<file path="config.mk">
export PLATFORM = sky130hd
export DESIGN_NAME = cdvsp_top
export DESIGN_NICKNAME = d
export VERILOG_FILES = /design/src/cdvsp_pkg.sv /design/src/cdvsp_top.sv /design/src/cdvsp_sync.sv
export SDC_FILE = /design/constraint.sdc
export NUM_CORES = 1
export LEC_CHECK = 0
export ABC_AREA = 0
export BUFFER_PORTS_ARGS = -buffer_cell sky130_fd_sc_hd__buf_2
export CAP_MARGIN = 30
export CORE_AREA = 3 3 74 76
export CTS_BUF_LIST = sky130_fd_sc_hd__clkbuf_2
export DETAILED_ROUTE_END_ITERATION = 6
export DIE_AREA = 0 0 77 79
export MAX_ROUTING_LAYER = met4
export PLACE_DENSITY = 0.81
export SYNTH_ARGS = -nofsm -noshare
export SYNTH_HDL_FRONTEND = slang
export SYNTH_SLANG_ARGS = --single-unit
</file>
<file path="constraint.sdc">
create_clock -name clock -period 4.8 [get_ports clock]
set_clock_uncertainty 0.15 [all_clocks]
set_input_delay 0.48 -clock clock [delete_from_list [all_inputs] [get_ports clock]]
set_output_delay 0.48 -clock clock [all_outputs]
set_load 0.01 [all_outputs]
</file>
<file path="src/cdvsp_pkg.sv">
// cdvsp_pkg: constants shared by the coil driver serial write port
// assumes a 25 MHz system clock
package cdvsp_pkg;

  // ---------------------------------------------------------------
  // clock and timing
  // ---------------------------------------------------------------
  localparam int CLK_PERIOD_NS   = 40;
  localparam int STEP_BASE_NS    = 32000;
  localparam int STEP_BASE_CYC   = STEP_BASE_NS / CLK_PERIOD_NS;
  localparam int STEP_PER_W      = 17;

  // ---------------------------------------------------------------
  // frame layout
  // ---------------------------------------------------------------
  localparam logic [6:0] TARGET_ADDR    = 7'h33;
  localparam logic       DIR_WRITE      = 1'b0;
  localparam int         BYTE_BITS      = 8;
  localparam int         CFG_BYTES      = 3;
  localparam int         STANDBY_POS    = 7;
  localparam int         CODE_HI_MSB    = 5;
  localparam int         CODE_LO_MSB    = 7;
  localparam int         CODE_LO_LSB    = 4;
  localparam int         SIZE_MSB       = 7;
  localparam int         SIZE_LSB       = 5;
  localparam int         TIME_MSB       = 4;
  localparam int         TIME_LSB       = 2;
  localparam int         CODE_W         = 10;
  localparam int         SEL_W          = 3;

  // ---------------------------------------------------------------
  // reset values
  // ---------------------------------------------------------------
  localparam logic              STANDBY_RST = 1'b0;
  localparam logic [CODE_W-1:0] CODE_RST    = 10'h000;
  localparam logic [SEL_W-1:0]  SEL_RST     = 3'h0;

  // ---------------------------------------------------------------
  // receiver states
  // ---------------------------------------------------------------
  typedef enum logic [1:0] {
    ST_IDLE = 2'b00,
    ST_RECV = 2'b01,
    ST_ACK  = 2'b10,
    ST_SKIP = 2'b11
  } cdvsp_state_t;

endpackage

</file>
<file path="src/cdvsp_top.sv">
// cdvsp_top: write-only two-wire serial target with coil settings
// assumes an open-drain data pin resolved outside; scl is never driven
//
// Function
// - data is stable while clock high; changes only while clock low.
// - both lines rest high when idle; receiver idles, never drives.
// - data falling while clock high is a start; begins frame reception.
// - data rising while clock high is a stop; closes the frame.
// - bytes are eight bits, shifted in one bit per clock rise.
// - write only; device never returns data bytes.
// - after 8th bit clock fall, device pulls data low to acknowledge.
// - device releases data on the fall ending the ninth pulse.
// - a standard frame is address plus three configuration bytes.
// - device answers address 0110011 with write direction bit 0.
// - byte 2: standby, spare, code 9..4; byte 3 high nibble code 3..0.
// - byte 4: step size select 7..5, step time select 4..2.
// - standby bit written 1 puts device in standby, stops operation.
// - enable pin low clears standby bit and current code to zero.
// - enable low, standby set, or code zero forces output off.
// - step period 0.032 ms doubling per time code; size sets increment.
`timescale 1ns/1ps
module cdvsp_top
(
  // clock and reset
  input  wire logic                        clock,
  input  wire logic                        rstn,
  // serial pins
  input  wire logic                        scl_in,
  input  wire logic                        sda_in,
  output      logic                        sda_out,
  output      logic                        sda_oe,
  // enable and reset pin
  input  wire logic                        chip_on_reset_pin,
  // applied settings
  output      logic                        standby_request_bit,
  output      logic [cdvsp_pkg::CODE_W-1:0] current_code,
  output      logic [cdvsp_pkg::SEL_W-1:0]  step_increment_code,
  output      logic [cdvsp_pkg::SEL_W-1:0]  step_period_code,
  output      logic [cdvsp_pkg::STEP_PER_W-1:0] step_period_cycles,
  // status
  output      logic                        drive_active,
  output      logic                        frame_applied
);
  import cdvsp_pkg::*;

  // ---------------------------------------------------------------
  // pin synchronisation and edges
  // ---------------------------------------------------------------
  logic [2:0] pins_s;
  logic       scl_s, sda_s, ena_s;
  logic       scl_p_r, sda_p_r;
  logic       scl_rise, scl_fall, start_ev, stop_ev;
  cdvsp_sync #(.WIDTH (3)) cdvsp_sync_inst (
    .clock    (clock),
    .rstn     (rstn),
    .async_in ({chip_on_reset_pin, sda_in, scl_in}),
    .sync_out (pins_s)
  );
  assign scl_s = pins_s[0];
  assign sda_s = pins_s[1];
  assign ena_s = pins_s[2];
  assign scl_rise = scl_s & ~scl_p_r;
  assign scl_fall = ~scl_s & scl_p_r;
  assign start_ev = scl_s & scl_p_r & sda_p_r & ~sda_s;
  assign stop_ev  = scl_s & scl_p_r & ~sda_p_r & sda_s;

  // ---------------------------------------------------------------
  // receiver state
  // ---------------------------------------------------------------
  cdvsp_state_t      state_r, state_nxt;
  logic [2:0]        bit_r, bit_nxt;
  logic              got8_r, got8_nxt;
  logic [1:0]        byte_r, byte_nxt;
  logic [7:0]        shift_r, shift_nxt;
  logic [7:0]        b2_r, b2_nxt, b3_r, b3_nxt;
  logic              oe_r, oe_nxt;
  logic              commit;
  logic              addr_ok;
  assign addr_ok = (shift_r == {TARGET_ADDR, DIR_WRITE});
  always_comb
  begin
    state_nxt = state_r;
    bit_nxt   = bit_r;
    got8_nxt  = got8_r;
    byte_nxt  = byte_r;
    shift_nxt = shift_r;
    b2_nxt    = b2_r;
    b3_nxt    = b3_r;
    oe_nxt    = oe_r;
    commit    = 1'b0;
    if (!ena_s)
    begin
      state_nxt = ST_IDLE;
      oe_nxt    = 1'b0;
    end
    // start opens a frame, also repeated
    else if (start_ev)
    begin
      state_nxt = ST_RECV;
      bit_nxt   = 3'h0;
      got8_nxt  = 1'b0;
      byte_nxt  = 2'h0;
      oe_nxt    = 1'b0;
    end
    else if (stop_ev)
    begin
      state_nxt = ST_IDLE;
      oe_nxt    = 1'b0;
    end
    else
    begin
      case (state_r)
        ST_RECV:
        begin
          if (scl_rise && !got8_r)
          begin
            shift_nxt = {shift_r[6:0], sda_s};
            bit_nxt   = bit_r + 3'h1;
            got8_nxt  = (bit_r == 3'h7);
          end
          else if (scl_fall && got8_r)
          begin
            got8_nxt = 1'b0;
            if (byte_r == 2'h0 && !addr_ok)
              state_nxt = ST_SKIP;
            else
            begin
              state_nxt = ST_ACK;
              oe_nxt    = 1'b1;
              if (byte_r == 2'h1)
                b2_nxt = shift_r;
              if (byte_r == 2'h2)
                b3_nxt = shift_r;
            end
          end
        end
        ST_ACK:
        begin
          if (scl_fall)
          begin
            oe_nxt    = 1'b0;
            commit    = (byte_r == 2'(CFG_BYTES));
            byte_nxt  = (byte_r == 2'(CFG_BYTES)) ? byte_r : byte_r + 2'h1;
            state_nxt = (byte_r == 2'(CFG_BYTES)) ? ST_SKIP : ST_RECV;
          end
        end
        ST_IDLE, ST_SKIP:
          oe_nxt = 1'b0;
        default:
        begin
          state_nxt = ST_IDLE;
          oe_nxt    = 1'b0;
        end
      endcase
    end
  end

  always_ff @(posedge clock or negedge rstn)
  begin
    if (!rstn)
    begin
      scl_p_r <= 1'b1;
      sda_p_r <= 1'b1;
      state_r <= ST_IDLE;
      bit_r   <= 3'h0;
      got8_r  <= 1'b0;
      byte_r  <= 2'h0;
      shift_r <= 8'h00;
      b2_r    <= 8'h00;
      b3_r    <= 8'h00;
      oe_r    <= 1'b0;
    end
    else
    begin
      scl_p_r <= scl_s;
      sda_p_r <= sda_s;
      state_r <= state_nxt;
      bit_r   <= bit_nxt;
      got8_r  <= got8_nxt;
      byte_r  <= byte_nxt;
      shift_r <= shift_nxt;
      b2_r    <= b2_nxt;
      b3_r    <= b3_nxt;
      oe_r    <= oe_nxt;
    end
  end

  // ---------------------------------------------------------------
  // settings
  // ---------------------------------------------------------------
  logic                  stby_r, stby_nxt;
  logic [CODE_W-1:0]     code_r, code_nxt;
  logic [SEL_W-1:0]      size_r, size_nxt, time_r, time_nxt;
  logic [STEP_PER_W-1:0] per_r, per_nxt;
  logic                  act_r, act_nxt;
  logic                  done_r;

  always_comb
  begin
    stby_nxt = stby_r;
    code_nxt = code_r;
    size_nxt = size_r;
    time_nxt = time_r;
    if (!ena_s)
    begin
      stby_nxt = STANDBY_RST;
      code_nxt = CODE_RST;
      size_nxt = SEL_RST;
      time_nxt = SEL_RST;
    end
    else if (commit)
    begin
      stby_nxt = b2_r[STANDBY_POS];
      code_nxt = {b2_r[CODE_HI_MSB:0], b3_r[CODE_LO_MSB:CODE_LO_LSB]};
      size_nxt = shift_r[SIZE_MSB:SIZE_LSB];
      time_nxt = shift_r[TIME_MSB:TIME_LSB];
    end
    per_nxt = STEP_PER_W'(STEP_BASE_CYC) << time_r;
    // any off condition forces output off
    act_nxt = ena_s & ~stby_r & (code_r != CODE_RST);
  end

  always_ff @(posedge clock or negedge rstn)
  begin
    if (!rstn)
    begin
      stby_r <= STANDBY_RST;
      code_r <= CODE_RST;
      size_r <= SEL_RST;
      time_r <= SEL_RST;
      per_r  <= STEP_PER_W'(STEP_BASE_CYC);
      act_r  <= 1'b0;
      done_r <= 1'b0;
    end
    else
    begin
      stby_r <= stby_nxt;
      code_r <= code_nxt;
      size_r <= size_nxt;
      time_r <= time_nxt;
      per_r  <= per_nxt;
      act_r  <= act_nxt;
      done_r <= commit & ena_s;
    end
  end

  assign sda_out             = 1'b0;
  assign sda_oe              = oe_r;
  assign standby_request_bit = stby_r;
  assign current_code        = code_r;
  assign step_increment_code = size_r;
  assign step_period_code    = time_r;
  assign step_period_cycles  = per_r;
  assign drive_active        = act_r;
  assign frame_applied       = done_r;
endmodule

</file>
<file path="src/cdvsp_sync.sv">
// cdvsp_sync: two-flop synchroniser for a group of pin levels
// assumes inputs are asynchronous to clock
`timescale 1ns/1ps
module cdvsp_sync #(
  parameter int WIDTH = 3
) (
  // clock and reset
  input  wire logic             clock,
  input  wire logic             rstn,
  // levels
  input  wire logic [WIDTH-1:0] async_in,
  output      logic [WIDTH-1:0] sync_out
);

  logic [WIDTH-1:0] meta_r;

  // ---------------------------------------------------------------
  // two stages per bit
  // ---------------------------------------------------------------
  genvar i;
  generate
    for (i = 0; i < WIDTH; i++)
    begin : g_bit
      always_ff @(posedge clock or negedge rstn)
      begin
        if (!rstn)
        begin
          meta_r[i]   <= 1'b1;
          sync_out[i] <= 1'b1;
        end
        else
        begin
          meta_r[i]   <= async_in[i];
          sync_out[i] <= meta_r[i];
        end
      end
    end
  endgenerate

endmodule

</file>
## Yosys cells after proc, flatten, opt, wreduce, memory -nomap -nowiden

Index checks and enable logic that the tools add are counted.

- Register bits after elaboration: 77
- Word-level logic and storage cells: 127
- Bits of input ports: 5

- Eq/ne operators: 16
- Reductions and logical operators: 22
- Add/subtract/negate cells: 2
- Bitwise logic cells: 19
- Shift-type cells: 1
- Multiplexer cells: 44

Operators with widths:

| operator | count |
|---|---|
| $ne 5x5->1 const B | 5 |
| $mux 2 | 12 |
| $mux 3 | 8 |
| $mux 1 | 20 |
| $mux 10 | 2 |
| $shl 10x3->17 const A | 1 |
| $reduce_and 4->1 | 4 |
| $reduce_and 8->1 | 2 |
| $and 1x1->1 | 10 |
| $reduce_and 5->1 | 2 |
| $reduce_bool 10->1 | 1 |
| $not 1->1 | 9 |
| $eq 2x2->1 const B | 4 |
| $eq 8x7->1 const B | 1 |
| $reduce_bool 2->1 | 4 |
| $ne 2x2->1 const B | 3 |
| $eq 2x1->1 const B | 2 |
| $logic_not 2->1 | 2 |
| $pmux 2 s2 | 1 |
| $add 3x1->3 const B | 1 |
| $eq 3x3->1 const B | 1 |
| $logic_and 1x1->1 | 3 |
| $pmux 1 s3 | 1 |
| $reduce_bool 3->1 | 1 |
| 3 further kinds | 4 |

## Logic depth before layout (Yosys ltp)

Gate-level depths: netlist of run 1.

- Depth after elaboration: 10
- Mapped depth: 7
- Gate-level depth less buffers: 6

## By module

From an unflattened synthesis of run 1, not the netlist that was laid out.

- Cell total of the unflattened synthesis: 236
- Area total of the unflattened synthesis: 2884.0 µm²

By module, submodules not included:

| module | instances | cells each | area an instance (µm²) |
|---|---|---|---|
| cdvsp_top | 1 | 230 | 2726.4 |
| cdvsp_sync | 1 | 6 | 157.7 |

## Worst setup path before layout of run 1

No wires, ideal clock.

- Kind: register -> register
- Start point: register cdvsp_sync_inst.sync_out[0]
- End point: register shift_r[0]
- Cell stages (with the launch flop): 5
- Library setup time: 0.125 ns
- Data required time: 4.525 ns
- Setup slack: 3.100 ns
- Arrival time: 1.425 ns
- Path through: dfstp_2 > nor3b_1 > and2b_1 > buf_4 > mux2_2

- Longest elaborated chain between the ends: 5

RTL lines:

| element | line | RTL |
|---|---|---|
| from (decl) | cdvsp_sync.sv:12 | `output logic [WIDTH-1:0] sync_out` |
| from (signal, indexed assignment) | cdvsp_sync.sv:34 | `sync_out[i] <= meta_r[i];` |
| $and 1x1->1 | cdvsp_top.sv:64, cdvsp_top.sv:65 |  |
| $and 1x1->1, on equally long branches (2 in a row) | cdvsp_top.sv:65, cdvsp_top.sv:64 |  |
| $not 1->1 (no source line) | - |  |
| $reduce_and 5->1 (no source line) (*) | - |  |
| to (signal assigned) | cdvsp_top.sv:181 | `shift_r <= shift_nxt;` |
| to (decl) | cdvsp_top.sv:74 | `logic [7:0] shift_r, shift_nxt;` |

Mark *: on every way between the ends. The rest lies on a longest branch, timed or not.
A chain may end at the register's enable or synchronous reset.

## Worst setup path in the final report of run 1

- Start point: register cdvsp_sync_inst.sync_out[0]
- End point: register shift_r[1]

The elaborated chain is that of the path after synthesis.

==> flow_summary.json, run 1 <==
{
  "grt_max_degree": 68,
  "diodes": 0,
  "route.vias.total": 1825,
  "clockBufferDepth": 2,
  "grt_pass1_wl_mm": 8.29,
  "hold_viol": 0,
  "coreArea_um2": 4790,
  "crit_fanout": 11,
  "yosys.area_share.simple_pct": 13.3,
  "synth_cells": 239,
  "cp.required_ps": 5030,
  "worst_setup_path_start_kind": "flop",
  "p_leak_nw": 1.63,
  "finalInstanceArea_um2": 3260,
  "stdcell_count": 355,
  "wl_mm": 4.91,
  "final_common_cell": "dfrtp_1",
  "path_class": "reg -> reg",
  "dieHeight_um": 79,
  "area_growth_pct": 13.3,
  "grt_pass1_vias": 1812,
  "overflow": 0,
  "hold_path_class": "reg -> reg",
  "worst_pin_slew_ps": 799,
  "die_area_um2": 6080,
  "vias_per_cell": 5.14,
  "start_util_pct": 60.2,
  "remaining_drc_errors": 0,
  "grtUsageTotal_pct": 18.4,
  "final_cell_mix": "56 x dfrtp_1, 44 x nand2_1, 36 x buf_2, 20 x a21oi_1",
  "holdWs_ps": 220,
  "cp.arrival_ps": 2240,
  "synth-adder-area-share_pct": 5.21,
  "max_cap_violations": 0,
  "io_buffers": 36,
  "cts_sinks": 67,
  "h-tree-depth": 3,
  "yosysSeqAreaShare_pct": 58.7,
  "synth.avg_cell_area_um2": 12.1,
  "slew_headroom_pct": 46.7,
  "cp-end-kind": "flop",
  "yosys_warnings": 0,
  "place_inst": 335,
  "cts_buffers": 9,
  "die_w_um": 77,
  "fin_setup_tns_ps": 0,
  "ys_types": 42,
  "synth_compound_area_share_pct": 7.86,
  "wire_per_inst_um": 13.8,
  "cts_tree": "done",
  "max-vdd-ir-drop_mv": 0.287,
  "slew_violations": 0,
  "row_count": 25,
  "gp_congestion": 0.821,
  "fmax_mhz": 498,
  "clk_latency_ps": 480,
  "drtPass1Iterations": 5,
  "hpwlAfterDp_mm": 3.29,
  "r2r_setup_slack_ps": 2790,
  "setup_viol": 0,
  "drtIter0Drc": 134,
  "synth-seq-cells": 67,
  "powerDensity_nw_per_um2": 369,
  "critPathCapture": "shift_r[1]$_DFFE_PN0P_",
  "syn_area_um2": 2880,
  "status": "finished clean",
  "crit_start": "cdvsp_sync_inst.sync_out[0]$_DFF_PN1_",
  "cts_setup_buffers": 0,
  "fin_nets": 300,
  "rsz0062_at_grt": "no",
  "synthMuxAreaShare_pct": 10.3,
  "fin_crit_sh_pct": 41.8,
  "ctsRootBufferMaster": "clkbuf_2",
  "clk_pin_slew_ps": 170,
  "place_area_um2": 3090,
  "reg2reg_from": "cdvsp_sync_inst.sync_out[0]$_DFF_PN1_",
  "antenna_left": 0,
  "reg2reg_to": "shift_r[1]$_DFFE_PN0P_",
  "antenna_found_initial": 0,
  "r2r_cells": 3,
  "hold_depth": 0,
  "io-pin-count": 43,
  "synth_xor_area_share_pct": 0.304,
  "fin_crit_ps": 2010,
  "drive_above_1_share_pct": 31.3,
  "synth_top_family_by_area": "simple AND/OR/NAND/NOR gates"
}
==> power breakdown <==
part           internal (mW)  leakage, nW  total [mW]  switching [mW]
Sequential             0.610        0.888       0.652          0.0429
Clock                  0.172       0.0856       0.370           0.198
Combinational         0.0858        0.652       0.182          0.0962
==> per-stage QoR <==
step           setup slack, ps  power (mW)  utilization (%)
4_1_cts                   2760        1.22             68.2
3_5_place_dp              2820       0.833             64.5
2_1_floorplan             3100       0.788                -
3_3_place_gp              2890       0.825             64.5
6_report                  2790        1.20             68.2
5_1_grt                   2680        1.27             68.2
==> routing by layer <==
| metal | global-route usage [%] | vias up | routed length [µm] |
|---|---|---|---|
| li1 | - | 889 | - |
| met4 | 12.5 | 0 | 124 |
| met5 | - | - | 0 |
| met1 | 21.0 | 886 | 2180 |
| met2 | 29.4 | 40 | 2400 |
| met3 | 4.31 | 10 | 197 |
==> layout make-up <==
| type | count | area (µm²) |
|---|---|---|
| Fill cell | 359 | 1520 |
| Clock buffer | 9 | 45.0 |
| Multi-Input combinational cell | 154 | 1090 |
| Inverter | 10 | 37.5 |
| Sequential cell | 67 | 1690 |
| Timing Repair Buffer | 41 | 228 |
| Tap cell | 67 | 83.8 |
| Clock inverter | 7 | 92.6 |
==> sequential cells by signal, indices dropped and copies added (netlist names), 4 cells and up <==
| register | count |
|---|---|
| b3_r | 4 |
| shift_r | 8 |
| b2_r | 7 |
| step_period_cycles | 12 |
| current_code | 10 |
==> critical path, cell delays in order (launching register included) <==
cell and delay (ps):
dfstp_2 650, nor3b_1 280, and2b_1 440, mux2_2 380
==> synth_stat cells (all sizes together) <==
cell     count  area share, %
dfrtp       56             49
nand2       44            5.7
mux2        23            9.9
a21oi       20            3.5
ha          12            5.2
buf         11            2.6
dfstp       11             10
inv         10            1.3
o21ai        8            1.8
nor2         7            1.0
nor2b        5            1.1
and2         3           0.65
nand3        3            1.1
a22o         2           0.61
and4bb       2           0.87
clkbuf       2           0.26
nand3b       2           0.52
nand4bb      2           0.78
nor4         2           0.43
a21boi       1           0.26
a221oi       1           0.30
a311oi       1           0.30
a41oi        1           0.30
and2b        1           0.26
and3         1           0.22
and4b        1           0.39
conb         1           0.13
mux2i        1           0.35
nor3b        1           0.26
o2111ai      1           0.30
o22a         1           0.30
o22ai        1           0.22
xnor2        1           0.30
==> worst min path at each step <==
stage / start / slack [ps] / end
finish: cdvsp_sync_inst.meta_r[2]$_DFF_PN1_ / 220 / cdvsp_sync_inst.sync_out[2]$_DFF_PN1_
global route: cdvsp_sync_inst.meta_r[2]$_DFF_PN1_ / 220 / cdvsp_sync_inst.sync_out[2]$_DFF_PN1_
CTS: cdvsp_sync_inst.meta_r[2]$_DFF_PN1_ / 220 / cdvsp_sync_inst.sync_out[2]$_DFF_PN1_
detailed placement: cdvsp_sync_inst.meta_r[1]$_DFF_PN1_ / 200 / cdvsp_sync_inst.sync_out[1]$_DFF_PN1_
global placement: cdvsp_sync_inst.meta_r[2]$_DFF_PN1_ / 200 / cdvsp_sync_inst.sync_out[2]$_DFF_PN1_
floorplan: rstn / 30 / b2_r[0]$_DFFE_PN0P_
==> logic make-up (layout without fill, tap and decap cells) <==
kind of cell | after synthesis | in the layout
simple gates | 74 | 74
mux | 24 | 24
compound gates | 37 | 37
flops | 67 | 67
buf+inv | 23 | 67
xor+xnor | 1 | 1
fa+ha+maj | 12 | 12
other cells | 1 | 6
==> timing repair <==
| item | CTS | global route |
|---|---|---|
| hold buffers | 4 | 0 |
| resized for setup | 0 | 0 |
| hold endpoints to repair | 56 | 0 |
(Power assumes the default switching activity.)
==> run 2: changes to the inputs <==
--- a/config.mk
+++ b/config.mk
@@ -5,13 +5,13 @@
 export SDC_FILE = /design/constraint.sdc
 export NUM_CORES = 1
 export LEC_CHECK = 0
-export ABC_AREA = 0
+export ABC_AREA = 1
 export BUFFER_PORTS_ARGS = -buffer_cell sky130_fd_sc_hd__buf_2
 export CAP_MARGIN = 30
-export CORE_AREA = 3 3 74 76
+export CORE_AREA = 3 3 75 77
 export CTS_BUF_LIST = sky130_fd_sc_hd__clkbuf_2
 export DETAILED_ROUTE_END_ITERATION = 6
-export DIE_AREA = 0 0 77 79
+export DIE_AREA = 0 0 78 80
 export MAX_ROUTING_LAYER = met4
 export PLACE_DENSITY = 0.81
 export SYNTH_ARGS = -nofsm -noshare
==> constraint.sdc (replaced) <==
create_clock -name clock -period 2.1 [get_ports clock]
set_clock_uncertainty 0.15 [all_clocks]
set_input_delay 0.21 -clock clock [delete_from_list [all_inputs] [get_ports clock]]
set_output_delay 0.21 -clock clock [all_outputs]
set_load 0.01 [all_outputs]
==> run 2 against run 1 <==
Design area rose by 2.4%. Cell count increased by 21%. Clock power is 91% higher. Global-route usage up 0.70 points. Sequential power is 120% higher. Combinational power grew to 2.9 times the previous value. Register-to-register slack got worse by 2600 ps. Clock-buffer cell count is 3 higher. Non-clock buffer count rose by 3. Synthesized area rose by 2.7%. Synthesized cell count is 29% higher.
==> flow_summary.json, run 2 <==
{
  "path_common_cell": "nand2_1",
  "r2r_cells": 9,
  "crit_cells": 9,
  "grt_pass1_vias": 2059,
  "max-vdd-ir-drop_mv": 0.549,
  "clk_pin_slew_ps": 180,
  "route.vias.total": 2111,
  "powerDensity_nw_per_um2": 805,
  "wl_mm": 5.18,
  "largest_register_ffs": 12,
  "critPathCapture": "b2_r[0]$_DFFE_PN0P_",
  "ctsRootBufferMaster": "clkbuf_2",
  "critPathTopFamily": "simple AND/OR/NAND/NOR gates",
  "row_count": 26,
  "drtIter0Drc": 149,
  "critical_path.max_stage_delay_ps": 430,
  "crit_start": "state_r[1]$_DFFE_PN0P_",
  "max_cap_violations": 0,
  "fill_cells": 428,
  "grt_max_degree": 68,
  "hold_viol": 0,
  "crit_fanout": 14,
  "r2r_setup_slack_ps": 230,
  "clk_latency_ps": 460,
  "rsz0062_at_grt": "no",
  "setup_viol": 0,
  "final_common_cell": "nand2_1",
  "pre_cts_slack_ps": 240,
  "cts_tree": "done",
  "fin_nets": 372,
  "drive_above_1_share_pct": 27.5,
  "cp.required_ps": 2310,
  "die_w_um": 78,
  "worst_slack_ps": 235,
  "path_buf_inv": 2,
  "yosysSeqAreaShare_pct": 57.1,
  "synth_cells": 308,
  "clockBufferDepth": 2,
  "gp_congestion": 0.792,
  "ys_top_cells_by_area": "dfrtp_1 47%, dfstp_2 9.8%, nand2_1 8.9%, ha_1 5.1%, inv_1 4.1%",
  "remaining_drc_errors": 0,
  "hold_path_class": "in -> async",
  "wire_per_inst_um": 12.1,
  "syn_area_um2": 2960,
  "ys_types": 32,
  "path_cells": "inv_1 > ha_1 > nand2_1 > inv_2 > nand2_1 > nor2_2 > nand3_2 > nand2_1 > o21ai_2",
  "synth-seq-cells": 67,
  "fin_crit_sh_pct": 88.8,
  "antenna_left": 0,
  "yosys_warnings": 0,
  "synth_top_area_share_pct": 47.4,
  "hpwlAfterDp_mm": 3.58,
  "diodes": 0,
  "grt_pass1_wl_mm": 9.05,
  "synth.avg_cell_area_um2": 9.61,
  "reg2reg_from": "state_r[1]$_DFFE_PN0P_",
  "ctsResizeCount": 0,
  "status": "finished clean",
  "synth.most_common_cell": "nand2_1",
  "cp.arrival_ps": 2080,
  "cts_buffers": 9,
  "coreArea_um2": 5070,
  "path_class": "reg -> reg",
  "cts_sinks": 67,
  "die_area_um2": 6240,
  "hold_buffers": 4,
  "fin_setup_tns_ps": 0,
  "h-tree-depth": 3,
  "start_util_pct": 58.3,
  "io_buffers": 36,
  "worst_setup_path_start_kind": "flop",
  "fmax_mhz": 536,
  "overflow": 0,
  "synth_top_cells_by_count": "70 x nand2_1, 56 x dfrtp_1, 32 x inv_1",
  "fin_crit_ps": 1870,
  "antenna_found_initial": 0,
  "final_cell_mix": "70 x nand2_1, 56 x dfrtp_1, 36 x buf_2, 32 x inv_1, 22 x nand3_1",
  "io-pin-count": 43,
  "synth_ff_type": "dfrtp_1",
  "slew_violations": 0,
  "ys_async_sr_fraction_pct": 100,
  "synth-edff-count": 0,
  "drtPass1Iterations": 5,
  "cp-end-kind": "flop",
  "cts_setup_buffers": 0,
  "grtUsageTotal_pct": 19.1,
  "power_mw": 2.69,
  "dieHeight_um": 80,
  "critPathSlowestCell": "dfrtp_1",
  "vias_per_cell": 4.91,
  "synth_top_area_cell": "dfrtp_1",
  "reg2reg_to": "b2_r[0]$_DFFE_PN0P_",
  "area_growth_pct": 13.0,
  "p_leak_nw": 1.82
}
## run 2: cell count changes after synthesis, moves of 4 or more
cell and change:
inv_2 +9, nand2_2 +6, inv_1 +22, mux2_4 -7, mux2_1 -4, nor2_1 +14, mux2_2 -12, nand3_1 +21
o21ai_1 +14, o21ai_2 +7, nor2b_1 -5, nand2_1 +26, a21oi_1 -17
## run 2: area by class of cell
cell class / count / area [µm²] / area share, %
timing repair buffer: 44 / 263 / 7.86
tap: 70 / 87.6 / 2.62
clock inverter: 4 / 43.8 / 1.31
sequential: 67 / 1690 / 50.6
inverter: 41 / 154 / 4.60
clock buffer: 12 / 60.1 / 1.80
multi-input combinational: 192 / 1040 / 31.2
## run 2: worst min-delay path by stage
stage,start,end,slack (ps),depth (start not counted)
floorplan,rstn,b2_r[0]$_DFFE_PN0P_,-240,0
global placement,rstn,step_period_cycles[15]$_DFF_PN0_,100,2
detailed placement,rstn,step_period_cycles[16]$_DFF_PN0_,100,2
CTS,rstn,step_period_cycles[16]$_DFF_PN0_,70,3
global route,rstn,step_period_cycles[15]$_DFF_PN0_,110,3
finish,rstn,step_period_cycles[15]$_DFF_PN0_,120,3
## run 2: power breakdown
part	switching, mW	internal, mW	leakage (nW)
clock network	0.423	0.284	0.0734
logic	0.335	0.188	0.860
registers	0.0696	1.39	0.889
total	0.827	1.86	1.82
## run 2: logic make-up after synthesis
logic type,after synthesis,share of synthesized area [%]
simple gates,134,21.3
flops,67,57.1
buf+inv,54,8.20
compound gates,40,8.16
fa+ha+maj,12,5.07
other cells,1,0.127
## run 2: worst register-to-register path: stages (launching register included)
cell and delay, ps:
dfrtp_1 430, inv_1 60, ha_1 220, nand2_1 90
inv_2 70, nand2_1 90, nor2_2 100, nand3_2 300
nand2_1 190, o21ai_2 60
## run 2: per-stage QoR
step                hold WS (ps)  util (%)  std cells  instance area [µm²]
floorplan                   -236         -        313                 2980
global placement             100      63.0        410                 3200
detailed placement           103      63.0        410                 3200
CTS                         71.6      65.9        430                 3340
global route                 111      65.9        430                 3340
finish                       118      65.9        430                 3340
## run 2: metal layers
| metal | vias to the layer above | track usage (%) | wire [µm] |
|---|---|---|---|
| met5 | - | - | 0 |
| met4 | 0 | 8.39 | 68 |
| met3 | 7 | 3.72 | 243 |
| met2 | 49 | 32.6 | 2620 |
| met1 | 994 | 22.2 | 2250 |
| li1 | 1061 | - | - |
==> run 3: changes to the inputs <==
--- a/config.mk
+++ b/config.mk
@@ -8,12 +8,12 @@
 export ABC_AREA = 1
 export BUFFER_PORTS_ARGS = -buffer_cell sky130_fd_sc_hd__buf_2
 export CAP_MARGIN = 30
-export CORE_AREA = 3 3 75 77
+export CORE_AREA = 3 3 81 83
 export CTS_BUF_LIST = sky130_fd_sc_hd__clkbuf_2
 export DETAILED_ROUTE_END_ITERATION = 6
-export DIE_AREA = 0 0 78 80
+export DIE_AREA = 0 0 84 86
 export MAX_ROUTING_LAYER = met4
-export PLACE_DENSITY = 0.81
+export PLACE_DENSITY = 0.7
 export SYNTH_ARGS = -nofsm -noshare
 export SYNTH_HDL_FRONTEND = slang
 export SYNTH_SLANG_ARGS = --single-unit
==> run 3 against run 2 <==
Fmax shrank 0.34%. Cell count grew 1.2%. First-iteration DRC count shrank 14%. Total power shrank 0.44%. Flip-flop and latch count is the same. Clock-buffer cell count shrank 3. Combinational power shrank 2%. Critical endpoint is now b2_r[2]$_DFFE_PN0P_. Largest cell class unchanged.
==> flow_summary.json, run 3 (synthesis results as in run 2) <==
{
  "wl_mm": 5.27,
  "busiest_layer": "met2",
  "p_leak_nw": 1.81,
  "die_area_um2": 7220,
  "clk_latency_ps": 490,
  "antenna_left": 0,
  "slew_violations": 0,
  "place_area_um2": 3210,
  "fin_util_pct": 56.6,
  "path_class": "reg -> reg",
  "max-vdd-ir-drop_mv": 0.521,
  "path_common_cell": "nand2_1",
  "hold_viol": 0,
  "final_common_cell": "nand2_1",
  "grt_pass1_vias": 2078,
  "r2r_cells": 9,
  "drtIter0Drc": 128,
  "final_cell_mix": "70 x nand2_1, 56 x dfrtp_1, 36 x buf_2, 32 x inv_1, 22 x nand3_1",
  "vias_per_cell": 4.80,
  "switching_share_pct": 31.4,
  "grtUsageTotal_pct": 16.8,
  "path_buf_inv": 2,
  "fin_crit_ps": 1870,
  "hpwlAfterDp_mm": 3.67,
  "max_cap_violations": 0,
  "p_clk_share_pct": 26.3,
  "io_buffers": 36,
  "place_inst": 415,
  "status": "finished clean",
  "drtPass1Iterations": 4,
  "p_sw_mw": 0.842,
  "clk_pin_slew_ps": 180,
  "p_seq_share_pct": 54.5,
  "start_util_pct": 50.0,
  "wire_per_inst_um": 12.1,
  "diodes": 0,
  "combPwrFrac_pct": 19.2,
  "cp.arrival_ps": 2110,
  "cts_tree": "done",
  "fill_cells": 548,
  "remaining_drc_errors": 0,
  "worst_setup_path_start_kind": "flop",
  "reg2reg_from": "state_r[1]$_DFFE_PN0P_",
  "fmax_mhz": 534,
  "crit_fanout": 14,
  "met2_usage_pct": 26.4,
  "io-pin-count": 43,
  "drive_above_1_share_pct": 26.9,
  "fin_crit_sh_pct": 89.1,
  "clockBufferDepth": 2,
  "rsz0062_at_grt": "no",
  "path_cells": "inv_1 > ha_1 > nand2_1 > inv_2 > nand2_1 > nor2_2 > nand3_2 > nand2_1 > o21ai_2",
  "coreArea_um2": 5920,
  "critPathTopFamily": "simple AND/OR/NAND/NOR gates",
  "die_w_um": 84,
  "powerDensity_nw_per_um2": 800,
  "cts_buffers": 9,
  "fin_nets": 372,
  "cts_sinks": 67,
  "critical_path.max_stage_delay_ps": 440,
  "h-tree-depth": 3,
  "reg2reg_to": "b2_r[2]$_DFFE_PN0P_",
  "stdcell_count": 435,
  "route.vias.total": 2088,
  "overflow": 0,
  "antenna_found_initial": 0,
  "cp-end-kind": "flop",
  "largest_register_ffs": 12,
  "setup_viol": 0,
  "ctsRootBufferMaster": "clkbuf_2",
  "finalInstanceArea_um2": 3350,
  "grt_max_degree": 68,
  "row_count": 28,
  "p_int_mw": 1.84,
  "gp_congestion": 0.801,
  "cp.required_ps": 2340,
  "area_growth_pct": 13.2,
  "dieHeight_um": 86,
  "grt_util_met1_pct": 20.7,
  "critPathSlowestCell": "dfrtp_1",
  "r2r_setup_slack_ps": 230,
  "hold_path_class": "in -> async",
  "fin_setup_tns_ps": 0,
  "use_met3_pct": 4.80,
  "grt_pass1_wl_mm": 9.36
}
-- run 3: worst register-to-register path, stage by stage, from the launching register on --
cell and delay, ps:
dfrtp_1 440, inv_1 60, ha_1 220, nand2_1 80, inv_2 60, nand2_1 100, nor2_2 110, nand3_2 310
nand2_1 180, o21ai_2 60
-- run 3: metrics by stage --
step | worst slack (ps) | power, mW | hold slack [ps]
after floorplan | 514 | 1.87 | -236
after CTS | 232 | 2.70 | 72.5
after global routing | 62.7 | 2.86 | 90.7
after detailed placement | 258 | 1.99 | 104
final | 228 | 2.68 | 90.2
after global placement | 313 | 1.97 | 103
-- run 3: area by class of cell --
| class | instances | area (µm²) | area share, % |
|---|---|---|---|
| flip-flops and latches | 67 | 1690 | 50.5 |
| multi-input cells | 192 | 1040 | 31.2 |
| repair buffers | 44 | 263 | 7.84 |
| inverters | 41 | 154 | 4.59 |
| well taps | 75 | 93.8 | 2.80 |
| clock inverters | 7 | 58.8 | 1.76 |
| clock buffers | 9 | 45.0 | 1.34 |
-- run 3: what timing repair did --
| action | 4_1_cts | 5_1_grt |
|---|---|---|
| endpoints found under the setup margin | 0 | 0 |
| hold endpoints to repair | 70 | 0 |
| buffers inserted | 0 | 0 |
| hold buffers | 4 | 0 |
| gates resized for setup | 0 | 0 |
-- run 3: per-layer routing --
metal / wire length [µm] / up-vias
li1: - / 1066
met1: 2440 / 964
met2: 2490 / 48
met3: 239 / 10
met4: 97 / 0
met5: 0 / -
-- run 3: how the worst max path moves through the flow --
stage,to,cells after the start,startpoint,slack [ps]
3_5_place_dp,b2_r[3]$_DFFE_PN0P_,9,state_r[1]$_DFFE_PN0P_,260
5_1_grt,b2_r[3]$_DFFE_PN0P_,9,state_r[1]$_DFFE_PN0P_,60
4_1_cts,b2_r[3]$_DFFE_PN0P_,9,state_r[1]$_DFFE_PN0P_,230
3_3_place_gp,b2_r[3]$_DFFE_PN0P_,9,state_r[1]$_DFFE_PN0P_,310
6_report,b2_r[2]$_DFFE_PN0P_,9,state_r[1]$_DFFE_PN0P_,230
2_1_floorplan,b2_r[5]$_DFFE_PN0P_,10,state_r[1]$_DFFE_PN0P_,510
-- run 3: power groups by stage --
stage | Clock (mW) | Combinational [mW] | Sequential, mW
5_1_grt | 0.790 | 0.599 | 1.47
2_1_floorplan | 0 | 0.402 | 1.47
4_1_cts | 0.727 | 0.519 | 1.46
3_5_place_dp | 0 | 0.509 | 1.48
6_report | 0.705 | 0.514 | 1.46
3_3_place_gp | 0 | 0.497 | 1.48
